## src/common/afepel_consts.svh

```systemverilog
`ifndef AFEPEL_CONSTS_SVH
`define AFEPEL_CONSTS_SVH

// ==========================================================================
// Register byte offsets.
`define AFEPEL_OFS_PMASK 12'h000
`define AFEPEL_OFS_PSTAT 12'h004
`define AFEPEL_OFS_HPTHR 12'h008
`define AFEPEL_OFS_LPTHR 12'h00c
`define AFEPEL_OFS_IOCFG 12'h010
`define AFEPEL_OFS_IODAT 12'h014
`define AFEPEL_OFS_IOEDG 12'h018
`define AFEPEL_OFS_IOSTA 12'h01c
`define AFEPEL_OFS_SYSC 12'h020
`define AFEPEL_OFS_SYSS 12'h024
`define AFEPEL_OFS_MUXS 12'h028
`define AFEPEL_OFS_TBLK 12'h02c

// ==========================================================================
// Field positions and reset values.
`define AFEPEL_SYSC_WAKE_EN 0
`define AFEPEL_SYSC_HIB 1
`define AFEPEL_SYSC_INT2PE1 2
`define AFEPEL_SYSC_TWMASK 3
`define AFEPEL_RST_ZERO 32'h0000_0000
`define AFEPEL_RST_TBLK 32'h0000_03e8

// ==========================================================================
// Timing: long press of 8 s at 20 MHz.
`define AFEPEL_CLK_HZ 20000000
`define AFEPEL_LONG_PRESS_S 8
`define AFEPEL_LONG_PRESS_CYC (`AFEPEL_LONG_PRESS_S * `AFEPEL_CLK_HZ)

`endif

```

## src/common/afepel_pkg.sv

```systemverilog
package afepel_pkg;
  typedef enum logic [1:0] {AFEPEL_T_OK, AFEPEL_T_HOT, AFEPEL_T_BLANK}
    afepel_temp_t;
endpackage : afepel_pkg

```

## src/afepel_top.sv

```systemverilog
`timescale 1ns/10ps
`default_nettype none
`include "afepel_consts.svh"

module afepel_top import afepel_pkg::*; #(
  parameter int NAMP = 3,
  parameter int NIO = 10,
  parameter int NDB = 7,
  parameter int LONG_PRESS_CYC = `AFEPEL_LONG_PRESS_CYC
) (
  input wire logic CLK_SYS, // System clock.
  input wire logic RST, // Synchronous reset, active high.
  input wire logic PSEL, // APB select.
  input wire logic PENABLE, // APB enable.
  input wire logic PWRITE, // APB direction.
  input wire logic [11:0] PADDR, // APB address.
  input wire logic [31:0] PWDATA, // APB write data.
  output logic [31:0] PRDATA, // APB read data.
  output logic PREADY, // APB ready.
  output logic PSLVERR, // APB error.
  input wire logic [NAMP-1:0] HIGH_SPEED_PROTECTION_CMP, // Fast comparators.
  input wire logic [NAMP-1:0] LIMIT_PROTECTION_CMP, // Limit comparators.
  output logic [7:0] HIGH_SPEED_PROTECTION_DAC, // 8-bit threshold.
  output logic [9:0] LIMIT_PROTECTION_DAC, // 10-bit threshold.
  output logic MAIN_INTERRUPT, // Main interrupt.
  output logic SECOND_INTERRUPT, // Second interrupt.
  output logic PROTECTION_EVENT_ONE, // Event one to driver stage.
  output logic PROTECTION_EVENT_TWO, // Event two to driver stage.
  input wire logic [NIO-1:0] IO_IN, // Pin levels.
  output logic [NIO-1:0] IO_OUT, // Pin output value, always low.
  output logic [NIO-1:0] IO_OE_N, // Low pulls the pin down.
  input wire logic [NDB-1:0] DIGITAL_SIGNAL_MATRIX_IN, // Matrix lines in.
  output logic [NDB-1:0] DIGITAL_SIGNAL_MATRIX_OUT, // Matrix lines out.
  output logic [NDB-1:0] DIGITAL_SIGNAL_MATRIX_OE, // Matrix drive.
  input wire logic PUSH_BUTTON_INPUT_N, // Push button, active low.
  output logic PUSH_BUTTON_EVENT, // Button pressed level.
  output logic MCU_RESET, // Long-press reset pulse.
  output logic WAKE, // Wake pulse from hibernation.
  input wire logic TEMP_WARN_HOT, // Above 140 C.
  input wire logic TEMP_FAULT_HOT, // Above 170 C.
  output logic WARNING_INTERRUPT_LINE, // Masked warning.
  output logic SHUTDOWN, // Supplies and drivers off.
  output logic [3:0] FRONT_END_SELECTOR, // 16-to-1 select.
  output logic [2:0] POWER_MONITOR_SELECTOR, // 8-to-1 select.
  output logic [2:0] ADC_CHANNEL, // 8-channel select.
  input wire logic [2:0] ADC_HARDWARE_SEQUENCER_CH, // Sequencer channel.
  input wire logic ADC_HARDWARE_SEQUENCER_EN, // Sequencer owns select.
  output logic ANALOG_BUS_TWO_HP, // Route 8-bit value to bus two.
  output logic ANALOG_BUS_THREE_LP, // Route 10-bit value to bus three.
  output logic [11:0] ANALOG_SIGNAL_MATRIX_EN // Bus line enables.
);

  // ==========================================================================
  // Registers.
  logic [31:0] pmask, hpthr, lpthr, iocfg, iodat, ioedg, sysc, muxs, tblk;
  logic [7:0] edge_stat;
  logic [NIO-1:0] io_prev;
  logic pb_prev;
  logic [31:0] pb_cnt;
  logic [31:0] warn_cnt, fault_cnt;
  afepel_temp_t warn_st, fault_st;
  logic warn_stat;

  wire wr = PSEL && PENABLE && PWRITE;
  wire rd_setup = PSEL && !PENABLE;
  wire [NIO-1:0] io_pol = iocfg[NIO-1:0];
  wire [NIO-1:0] io_outmode = iocfg[NIO+9:10];
  wire [NIO-1:0] io_log = IO_IN ^ io_pol;
  wire [NIO-1:0] io_prev_log = io_prev ^ io_pol;

  function automatic logic [NIO-1:0] pin_source(input logic [31:0] cfg,
      input logic [31:0] dat, input logic [NDB-1:0] db);
    logic [NIO-1:0] r;
    r = '0;
    for (int i = 0; i < NIO; i++) begin
      r[i] = cfg[20+i] ? db[i % NDB] : dat[i];
    end
    return r;
  endfunction : pin_source

  // ==========================================================================
  // APB slave with zero wait states.
  always_ff @(posedge CLK_SYS) begin
    if (RST) begin
      pmask <= `AFEPEL_RST_ZERO;
      hpthr <= `AFEPEL_RST_ZERO;
      lpthr <= `AFEPEL_RST_ZERO;
      iocfg <= `AFEPEL_RST_ZERO;
      iodat <= `AFEPEL_RST_ZERO;
      ioedg <= `AFEPEL_RST_ZERO;
      sysc <= `AFEPEL_RST_ZERO;
      muxs <= `AFEPEL_RST_ZERO;
      tblk <= `AFEPEL_RST_TBLK;
    end else if (wr) begin
      if (PADDR == `AFEPEL_OFS_PMASK) begin
        pmask <= PWDATA;
      end else if (PADDR == `AFEPEL_OFS_HPTHR) begin
        hpthr <= PWDATA;
      end else if (PADDR == `AFEPEL_OFS_LPTHR) begin
        lpthr <= PWDATA;
      end else if (PADDR == `AFEPEL_OFS_IOCFG) begin
        iocfg <= PWDATA;
      end else if (PADDR == `AFEPEL_OFS_IODAT) begin
        iodat <= PWDATA;
      end else if (PADDR == `AFEPEL_OFS_IOEDG) begin
        ioedg <= PWDATA;
      end else if (PADDR == `AFEPEL_OFS_SYSC) begin
        sysc <= PWDATA;
      end else if (PADDR == `AFEPEL_OFS_MUXS) begin
        muxs <= PWDATA;
      end else if (PADDR == `AFEPEL_OFS_TBLK) begin
        tblk <= PWDATA;
      end
    end else if (WAKE) begin
      sysc[`AFEPEL_SYSC_HIB] <= 1'b0;
    end
  end

  always_ff @(posedge CLK_SYS) begin
    if (RST) begin
      PRDATA <= 32'h0000_0000;
      PREADY <= 1'b0;
      PSLVERR <= 1'b0;
    end else begin
      PREADY <= rd_setup;
      PSLVERR <= rd_setup && PADDR > `AFEPEL_OFS_TBLK;
      if (!rd_setup || PWRITE) begin
        PRDATA <= 32'h0000_0000;
      end else if (PADDR == `AFEPEL_OFS_PMASK) begin
        PRDATA <= pmask;
      end else if (PADDR == `AFEPEL_OFS_PSTAT) begin
        PRDATA <= 32'(HIGH_SPEED_PROTECTION_CMP)
          | (32'(LIMIT_PROTECTION_CMP) << 8);
      end else if (PADDR == `AFEPEL_OFS_HPTHR) begin
        PRDATA <= hpthr;
      end else if (PADDR == `AFEPEL_OFS_LPTHR) begin
        PRDATA <= lpthr;
      end else if (PADDR == `AFEPEL_OFS_IOCFG) begin
        PRDATA <= iocfg;
      end else if (PADDR == `AFEPEL_OFS_IODAT) begin
        PRDATA <= iodat;
      end else if (PADDR == `AFEPEL_OFS_IOEDG) begin
        PRDATA <= ioedg;
      end else if (PADDR == `AFEPEL_OFS_IOSTA) begin
        PRDATA <= 32'(io_log) | (32'(edge_stat) << 16);
      end else if (PADDR == `AFEPEL_OFS_SYSC) begin
        PRDATA <= sysc;
      end else if (PADDR == `AFEPEL_OFS_SYSS) begin
        PRDATA <= {28'h0000000, SHUTDOWN, warn_stat, PUSH_BUTTON_EVENT,
          MAIN_INTERRUPT};
      end else if (PADDR == `AFEPEL_OFS_MUXS) begin
        PRDATA <= muxs;
      end else if (PADDR == `AFEPEL_OFS_TBLK) begin
        PRDATA <= tblk;
      end else begin
        PRDATA <= 32'h0000_0000;
      end
    end
  end

  // ==========================================================================
  // Protection masking and events.
  wire [2*NAMP-1:0] pcmp = {LIMIT_PROTECTION_CMP, HIGH_SPEED_PROTECTION_CMP};
  wire second_interrupt_now = |edge_stat;

  always_ff @(posedge CLK_SYS) begin
    if (RST) begin
      MAIN_INTERRUPT <= 1'b0;
      PROTECTION_EVENT_ONE <= 1'b0;
      PROTECTION_EVENT_TWO <= 1'b0;
      SECOND_INTERRUPT <= 1'b0;
      HIGH_SPEED_PROTECTION_DAC <= 8'h00;
      LIMIT_PROTECTION_DAC <= 10'h000;
    end else begin
      MAIN_INTERRUPT <= |(pcmp & pmask[2*NAMP-1:0]);
      PROTECTION_EVENT_ONE <= |(pcmp & pmask[2*NAMP+7:8])
        || (second_interrupt_now && sysc[`AFEPEL_SYSC_INT2PE1]);
      PROTECTION_EVENT_TWO <= |(pcmp & pmask[2*NAMP+15:16]);
      SECOND_INTERRUPT <= second_interrupt_now;
      HIGH_SPEED_PROTECTION_DAC <= hpthr[7:0];
      LIMIT_PROTECTION_DAC <= lpthr[9:0];
    end
  end

  // ==========================================================================
  // Front-end I/O pins, edges and digital matrix.
  always_ff @(posedge CLK_SYS) begin
    if (RST) begin
      io_prev <= '1;
      edge_stat <= 8'h00;
      IO_OUT <= '0;
      IO_OE_N <= '1;
      DIGITAL_SIGNAL_MATRIX_OUT <= '0;
      DIGITAL_SIGNAL_MATRIX_OE <= '0;
    end else begin
      io_prev <= IO_IN;
      for (int i = 0; i < 4; i++) begin
        // A new edge wins over a software clear in the same cycle.
        edge_stat[i] <= (ioedg[i] && io_log[6+i] && !io_prev_log[6+i])
          || (ioedg[4+i] && !io_log[6+i] && io_prev_log[6+i])
          || (edge_stat[i] && !(wr && PADDR == `AFEPEL_OFS_IOSTA
          && PWDATA[16+i]));
        edge_stat[4+i] <= 1'b0;
      end
      IO_OUT <= '0;
      IO_OE_N <= ~(io_outmode & ~(pin_source(iocfg, iodat,
        DIGITAL_SIGNAL_MATRIX_IN) ^ io_pol));
      for (int d = 0; d < NDB; d++) begin
        DIGITAL_SIGNAL_MATRIX_OUT[d] <= iocfg[30] ? pcmp[d % (2*NAMP)]
          : io_log[d];
        DIGITAL_SIGNAL_MATRIX_OE[d] <= muxs[24+d];
      end
    end
  end

  // ==========================================================================
  // Push button: event, long-press reset and wake.
  always_ff @(posedge CLK_SYS) begin
    if (RST) begin
      pb_prev <= 1'b1;
      pb_cnt <= 32'h0000_0000;
      PUSH_BUTTON_EVENT <= 1'b0;
      MCU_RESET <= 1'b0;
      WAKE <= 1'b0;
    end else begin
      pb_prev <= IO_IN[6];
      PUSH_BUTTON_EVENT <= !PUSH_BUTTON_INPUT_N;
      if (PUSH_BUTTON_INPUT_N || sysc[`AFEPEL_SYSC_HIB]) begin
        pb_cnt <= 32'h0000_0000;
      end else if (pb_cnt < 32'(LONG_PRESS_CYC)) begin
        pb_cnt <= pb_cnt + 32'h1;
      end
      MCU_RESET <= pb_cnt == 32'(LONG_PRESS_CYC - 1);
      WAKE <= sysc[`AFEPEL_SYSC_HIB] && sysc[`AFEPEL_SYSC_WAKE_EN]
        && pb_prev && !IO_IN[6];
    end
  end

  // ==========================================================================
  // Temperature warning and shutdown with restartable blanking.
  always_ff @(posedge CLK_SYS) begin
    if (RST) begin
      warn_st <= AFEPEL_T_OK;
      fault_st <= AFEPEL_T_OK;
      warn_cnt <= 32'h0000_0000;
      fault_cnt <= 32'h0000_0000;
    end else begin
      case (warn_st)
        AFEPEL_T_OK: if (TEMP_WARN_HOT) warn_st <= AFEPEL_T_HOT;
        AFEPEL_T_HOT: if (!TEMP_WARN_HOT) begin
          warn_st <= AFEPEL_T_BLANK;
          warn_cnt <= 32'h0000_0000;
        end
        default: begin
          if (TEMP_WARN_HOT) begin
            warn_st <= AFEPEL_T_HOT;
          end else if (warn_cnt >= tblk) begin
            warn_st <= AFEPEL_T_OK;
          end else begin
            warn_cnt <= warn_cnt + 32'h1;
          end
        end
      endcase
      case (fault_st)
        AFEPEL_T_OK: if (TEMP_FAULT_HOT) fault_st <= AFEPEL_T_HOT;
        AFEPEL_T_HOT: if (!TEMP_FAULT_HOT) begin
          fault_st <= AFEPEL_T_BLANK;
          fault_cnt <= 32'h0000_0000;
        end
        default: begin
          if (TEMP_FAULT_HOT) begin
            fault_st <= AFEPEL_T_HOT;
          end else if (fault_cnt >= tblk) begin
            fault_st <= AFEPEL_T_OK;
          end else begin
            fault_cnt <= fault_cnt + 32'h1;
          end
        end
      endcase
    end
  end

  assign warn_stat = warn_st != AFEPEL_T_OK;

  // ==========================================================================
  // Selector and routing outputs.
  always_ff @(posedge CLK_SYS) begin
    if (RST) begin
      WARNING_INTERRUPT_LINE <= 1'b0;
      SHUTDOWN <= 1'b0;
      FRONT_END_SELECTOR <= 4'h0;
      POWER_MONITOR_SELECTOR <= 3'h0;
      ADC_CHANNEL <= 3'h0;
      ANALOG_BUS_TWO_HP <= 1'b0;
      ANALOG_BUS_THREE_LP <= 1'b0;
      ANALOG_SIGNAL_MATRIX_EN <= 12'h000;
    end else begin
      WARNING_INTERRUPT_LINE <= warn_stat && sysc[`AFEPEL_SYSC_TWMASK];
      SHUTDOWN <= fault_st != AFEPEL_T_OK;
      FRONT_END_SELECTOR <= muxs[3:0];
      POWER_MONITOR_SELECTOR <= muxs[6:4];
      ADC_CHANNEL <= ADC_HARDWARE_SEQUENCER_EN ? ADC_HARDWARE_SEQUENCER_CH
        : muxs[10:8];
      ANALOG_BUS_TWO_HP <= muxs[11];
      ANALOG_BUS_THREE_LP <= muxs[12];
      ANALOG_SIGNAL_MATRIX_EN <= {muxs[23:13], 1'b0} | {9'h000,
        muxs[12], muxs[11], 1'b0};
    end
  end

  // ==========================================================================
  // Checks.
  a_event_two_mask: assert property (@(posedge CLK_SYS) disable iff (RST)
    PROTECTION_EVENT_TWO |-> $past(|(pcmp & pmask[2*NAMP+15:16])))
    else $error("event two without unmasked source");
  a_main_int_mask: assert property (@(posedge CLK_SYS) disable iff (RST)
    $past(pmask[2*NAMP-1:0] == '0) |-> !MAIN_INTERRUPT)
    else $error("main interrupt despite full mask");
  a_wake_needs_enable: assert property (@(posedge CLK_SYS) disable iff (RST)
    WAKE |-> $past(sysc[`AFEPEL_SYSC_WAKE_EN]))
    else $error("wake without enable");
  a_long_press: assert property (@(posedge CLK_SYS) disable iff (RST)
    MCU_RESET |-> $past(!PUSH_BUTTON_INPUT_N, 2))
    else $error("reset without held button");
  a_button_event: assert property (@(posedge CLK_SYS) disable iff (RST)
    PUSH_BUTTON_EVENT == $past(!PUSH_BUTTON_INPUT_N))
    else $error("button event mismatch");
  a_shutdown_hot: assert property (@(posedge CLK_SYS) disable iff (RST)
    $past(TEMP_FAULT_HOT, 2) |-> SHUTDOWN)
    else $error("no shutdown when hot");
  a_warn_hold: assert property (@(posedge CLK_SYS) disable iff (RST)
    $fell(TEMP_WARN_HOT) |=> warn_stat)
    else $error("warning cleared before blanking");
  a_adc_seq: assert property (@(posedge CLK_SYS) disable iff (RST)
    $past(ADC_HARDWARE_SEQUENCER_EN) |->
    ADC_CHANNEL == $past(ADC_HARDWARE_SEQUENCER_CH))
    else $error("sequencer channel ignored");
  c_event_one: cover property (@(posedge CLK_SYS) PROTECTION_EVENT_ONE);
  c_wake: cover property (@(posedge CLK_SYS) WAKE);
  c_shutdown_end: cover property (@(posedge CLK_SYS) $fell(SHUTDOWN));

endmodule : afepel_top
`default_nettype wire

```

## config.mk

```make
export PLATFORM = sky130hd
export DESIGN_NAME = afepel_top
export DESIGN_NICKNAME = d
export VERILOG_FILES = /design/src/common/afepel_pkg.sv /design/src/afepel_top.sv
export VERILOG_INCLUDE_DIRS = /design/src /design/src/common
export SDC_FILE = /design/constraint.sdc
export NUM_CORES = 1
export LEC_CHECK = 0
export ABC_AREA = 1
export BUFFER_PORTS_ARGS = -buffer_cell sky130_fd_sc_hd__clkbuf_2
export CORE_MARGIN = 3
export CORE_UTILIZATION = 35
export DETAILED_ROUTE_END_ITERATION = 10
export GPL_TIMING_DRIVEN = 1
export PLACE_DENSITY = 0.61
export SLEW_MARGIN = 20
export SYNTH_ARGS = -nofsm -noshare
export SYNTH_HDL_FRONTEND = slang
export SYNTH_SLANG_ARGS = --single-unit
```

## constraint.sdc

```tcl
create_clock -name CLK_SYS -period 4.96 [get_ports CLK_SYS]
set_input_delay 0.248 -clock CLK_SYS [delete_from_list [all_inputs] [get_ports CLK_SYS]]
set_output_delay 0.248 -clock CLK_SYS [all_outputs]
set_load 0.02 [all_outputs]
```

==> results.ini <==
[die]
die_h_um=267
rows=95
core_area_um2=67300
die_w_um=267
dieArea_um2=71300
io_pins=198
initial_core_util_pct=35.4

[job]
maxCapViolations=0

[sta]
skew_ns=0.0383
holdWs_ns=0.0385
period_needed_ns=2.98
setup_ws_ns=1.98
min_period_over_period_pct=60.1
max_freq_mhz=336
tightest_slew_ns=1.09
drv_slew=0
rsz0062_at_grt=no
hold_viol=0
setup_viol=0
slew_headroom_pct=27.4
fin_setup_tns_ns=0

[route]
vias=22800
first_pass_iters=6
viasPerCell=5.24
drt-total-wl_mm=81.8
drtAntennaViolNets=0
wl_per_cell_um=18.8
drc=0
initialDrtViolationCount=2001

[placement]
numPortBuffers=186
place.gp.congestion=0.927
dpl-instance-area_um2=25300
dp_hpwl_mm=58.2
post-place-ws_ns=1.98
dp_cells=4196

[synthesis]
yosysSeqAreaShare_pct=42.3
synth_top_family_by_area=simple AND/OR/NAND/NOR gates
synth_fa_ha_area_share_pct=3.52
synth_edf_count=0
async_reset_ff_share_pct=0
synthXorXnorAreaFrac_pct=3.23
synth-main-ff-cell=dfxtp_1
synth_compound_area_share_pct=19.8
ys_warn_count=0
synth_cells=3282
yosysTopAreaCell=dfxtp_1
syn_avg_cell_area_um2=7.26
synth_area_um2=23800
synthDistinctLibCells=50
synthMuxAreaShare_pct=0.168
synth_seq_cells=504
synthTopCellsByArea=dfxtp_1, a21oi_1, nand2_1
synth_top_area_share_pct=42.3
yosys.area_share.simple_pct=22.3

[power_and_ir_drop]
peakVddDrop_mv=0.287
powerDensity_nw_per_um2=329
p_leak_nw=11.0

[clock_network]
worstSkewPairLatency_ns=0.64
clock_path_buffers=3
clk_pin_slew_ns=0.06
cts_hold_buf=52
cts_tree=built
cts_resized=0
clock_sinks=504
post_cts_buffers=0
cts.htree.levels=2
cts_root_buf=clkbuf_16
cts_buffers=57

[outcome]
status=finished, final reports clean

[finish]
multi_input_area_um2=11700
nets=3580
drive_above_1_share_pct=11.1
final_area_um2=27900
layout.cells.non_filler=4356
syn2layout_area_growth_pct=17.2
seq_area_um2=10100
fillCellCount=7013

[grt]
grt_max_degree=188
antenna_found_initial=2
grt_pass1_wl_mm=125
grt_remaining_overflow=0
grt_pass1_vias=21300
grt_use_total_pct=22.5

[hold_path]
hold_class=in -> reg

[critical_path]
cp-start-kind=register
critPathMaxFanout=32
worstSetupEndpointType=register
required_ns=5.41
worstSetupPathType=reg -> reg
worstPathArrival_ns=3.43

==> synthesized netlist by cell type, types with 5 or more instances <==
cell type and n:
nor2_2 7, dfxtp_1 504, nor2_1 283, or2_2 9
o22ai_1 22, buf_1 9, nand4_1 49, o211ai_1 26
nor4_1 16, ha_1 67, a211oi_1 5, inv_1 296
nand2_1 573, nand3_1 186, a31oi_1 7, o21ai_0 238
a21oi_1 451, nand2_2 10, buf_2 62, nor3_1 52
inv_2 17, buf_4 25, xor2_1 64, o21ai_1 132
clkbuf_1 81, a211o_1 9, xnor2_1 24, nor2_4 9
==> sequential cells by signal, indices dropped and copies added, names as in the netlist, 7 cells and up <==
signal / cells
ANALOG_SIGNAL_MATRIX_EN: 11
DIGITAL_SIGNAL_MATRIX_OE: 7
DIGITAL_SIGNAL_MATRIX_OUT: 7
HIGH_SPEED_PROTECTION_DAC: 8
IO_OE_N: 10
LIMIT_PROTECTION_DAC: 10
PRDATA: 32
fault_cnt: 32
hpthr: 32
iocfg: 32
iodat: 32
ioedg: 32
lpthr: 32
muxs: 32
pb_cnt: 32
pmask: 32
sysc: 32
tblk: 32
warn_cnt: 32
==> final timing paths <==
path,slack [ns],startpoint,depth (start not counted),end
max reg2reg,1.98,warn_cnt[25],15,warn_cnt[4]
min,0.04,ADC_HARDWARE_SEQUENCER_EN,4,ADC_CHANNEL[1]
min reg2reg,0.44,pb_cnt[28],2,pb_cnt[28]
max,1.98,warn_cnt[25],15,warn_cnt[4]
==> routing by layer <==
metal	part of all wire, %	track usage (%)	up-vias
li1	-	-	11300
met1	45	31.3	10600
met2	45	35.6	814
met3	6.9	3.40	134
met4	3.4	7.79	2
met5	0.016	0	-
==> cell usage in the layout (no fill, tap or decap), types with 4 or more instances in the layout <==
| cell | n |
|---|---|
| a211o_1 | 9 |
| a211oi_1 | 5 |
| a21oi_1 | 451 |
| a31oi_1 | 7 |
| buf_4 | 25 |
| bufinv_16 | 13 |
| clkbuf_1 | 4 |
| clkbuf_16 | 58 |
| clkbuf_2 | 185 |
| clkbuf_8 | 7 |
| clkinv_1 | 4 |
| clkinv_2 | 15 |
| clkinvlp_4 | 4 |
| conb_1 | 11 |
| dfxtp_1 | 504 |
| dlygate4sd3_1 | 52 |
| ha_1 | 67 |
| inv_1 | 295 |
| inv_2 | 17 |
| mux2i_1 | 4 |
| nand2_1 | 573 |
| nand2_2 | 10 |
| nand2_4 | 4 |
| nand3_1 | 186 |
| nand4_1 | 49 |
| nor2_1 | 281 |
| nor2_2 | 8 |
| nor2_4 | 10 |
| nor3_1 | 52 |
| nor4_1 | 16 |
| o211ai_1 | 26 |
| o21a_1 | 4 |
| o21ai_0 | 238 |
| o21ai_1 | 132 |
| o22ai_1 | 22 |
| or2_2 | 9 |
| xnor2_1 | 24 |
| xor2_1 | 64 |
==> area by class of cell <==
type,instances,share of cell area (%)
clock inverter,38,2.11
antenna,1,0.00896
clock buffer,69,5.59
inverter,318,4.30
multi-input combinational,2289,42.0
sequential,504,36.1
timing repair buffer,264,5.96
tap,873,3.91
==> report_power, final <==
| group | switching, mW | internal (mW) | total [mW] | leakage, nW |
|---|---|---|---|---|
| logic | 0.247 | 0.0892 | 0.337 | 5.93 |
| clock network | 1.86 | 2.94 | 4.80 | 1.05 |
| registers | 0.00811 | 4.06 | 4.07 | 4.06 |
==> logic make-up (layout without fill, tap and decap cells) <==
logic type	count (synthesis)	count (layout)
simple gates	1215	1215
compound gates	904	904
flops	504	504
buf+inv	499	689
xor+xnor	88	88
fa+ha+maj	67	67
mux	4	4
other cells	1	12
==> critical path, stage by stage, from the launching register on <==
cell	delay (ns)
dfxtp_1	0.49
ha_1	0.30
nand2_1	0.07
inv_1	0.03
o21ai_0	0.13
nand2_1	0.07
nand2_1	0.05
o211ai_1	0.08
nor2_1	0.16
nand3_1	0.12
nand2_1	0.07
buf_4	0.32
nand2_1	0.40
buf_4	0.35
nand2_1	0.08
a21oi_1	0.06
==> stage by stage <==
stage	utilization, %	total power, mW
global placement	37.5	4.46
global route	41.5	9.49
floorplan	-	4.32
finish	41.5	9.20
detailed placement	37.5	4.46
CTS	41.5	9.28
No activity file was read; power rests on OpenSTA's default activity.
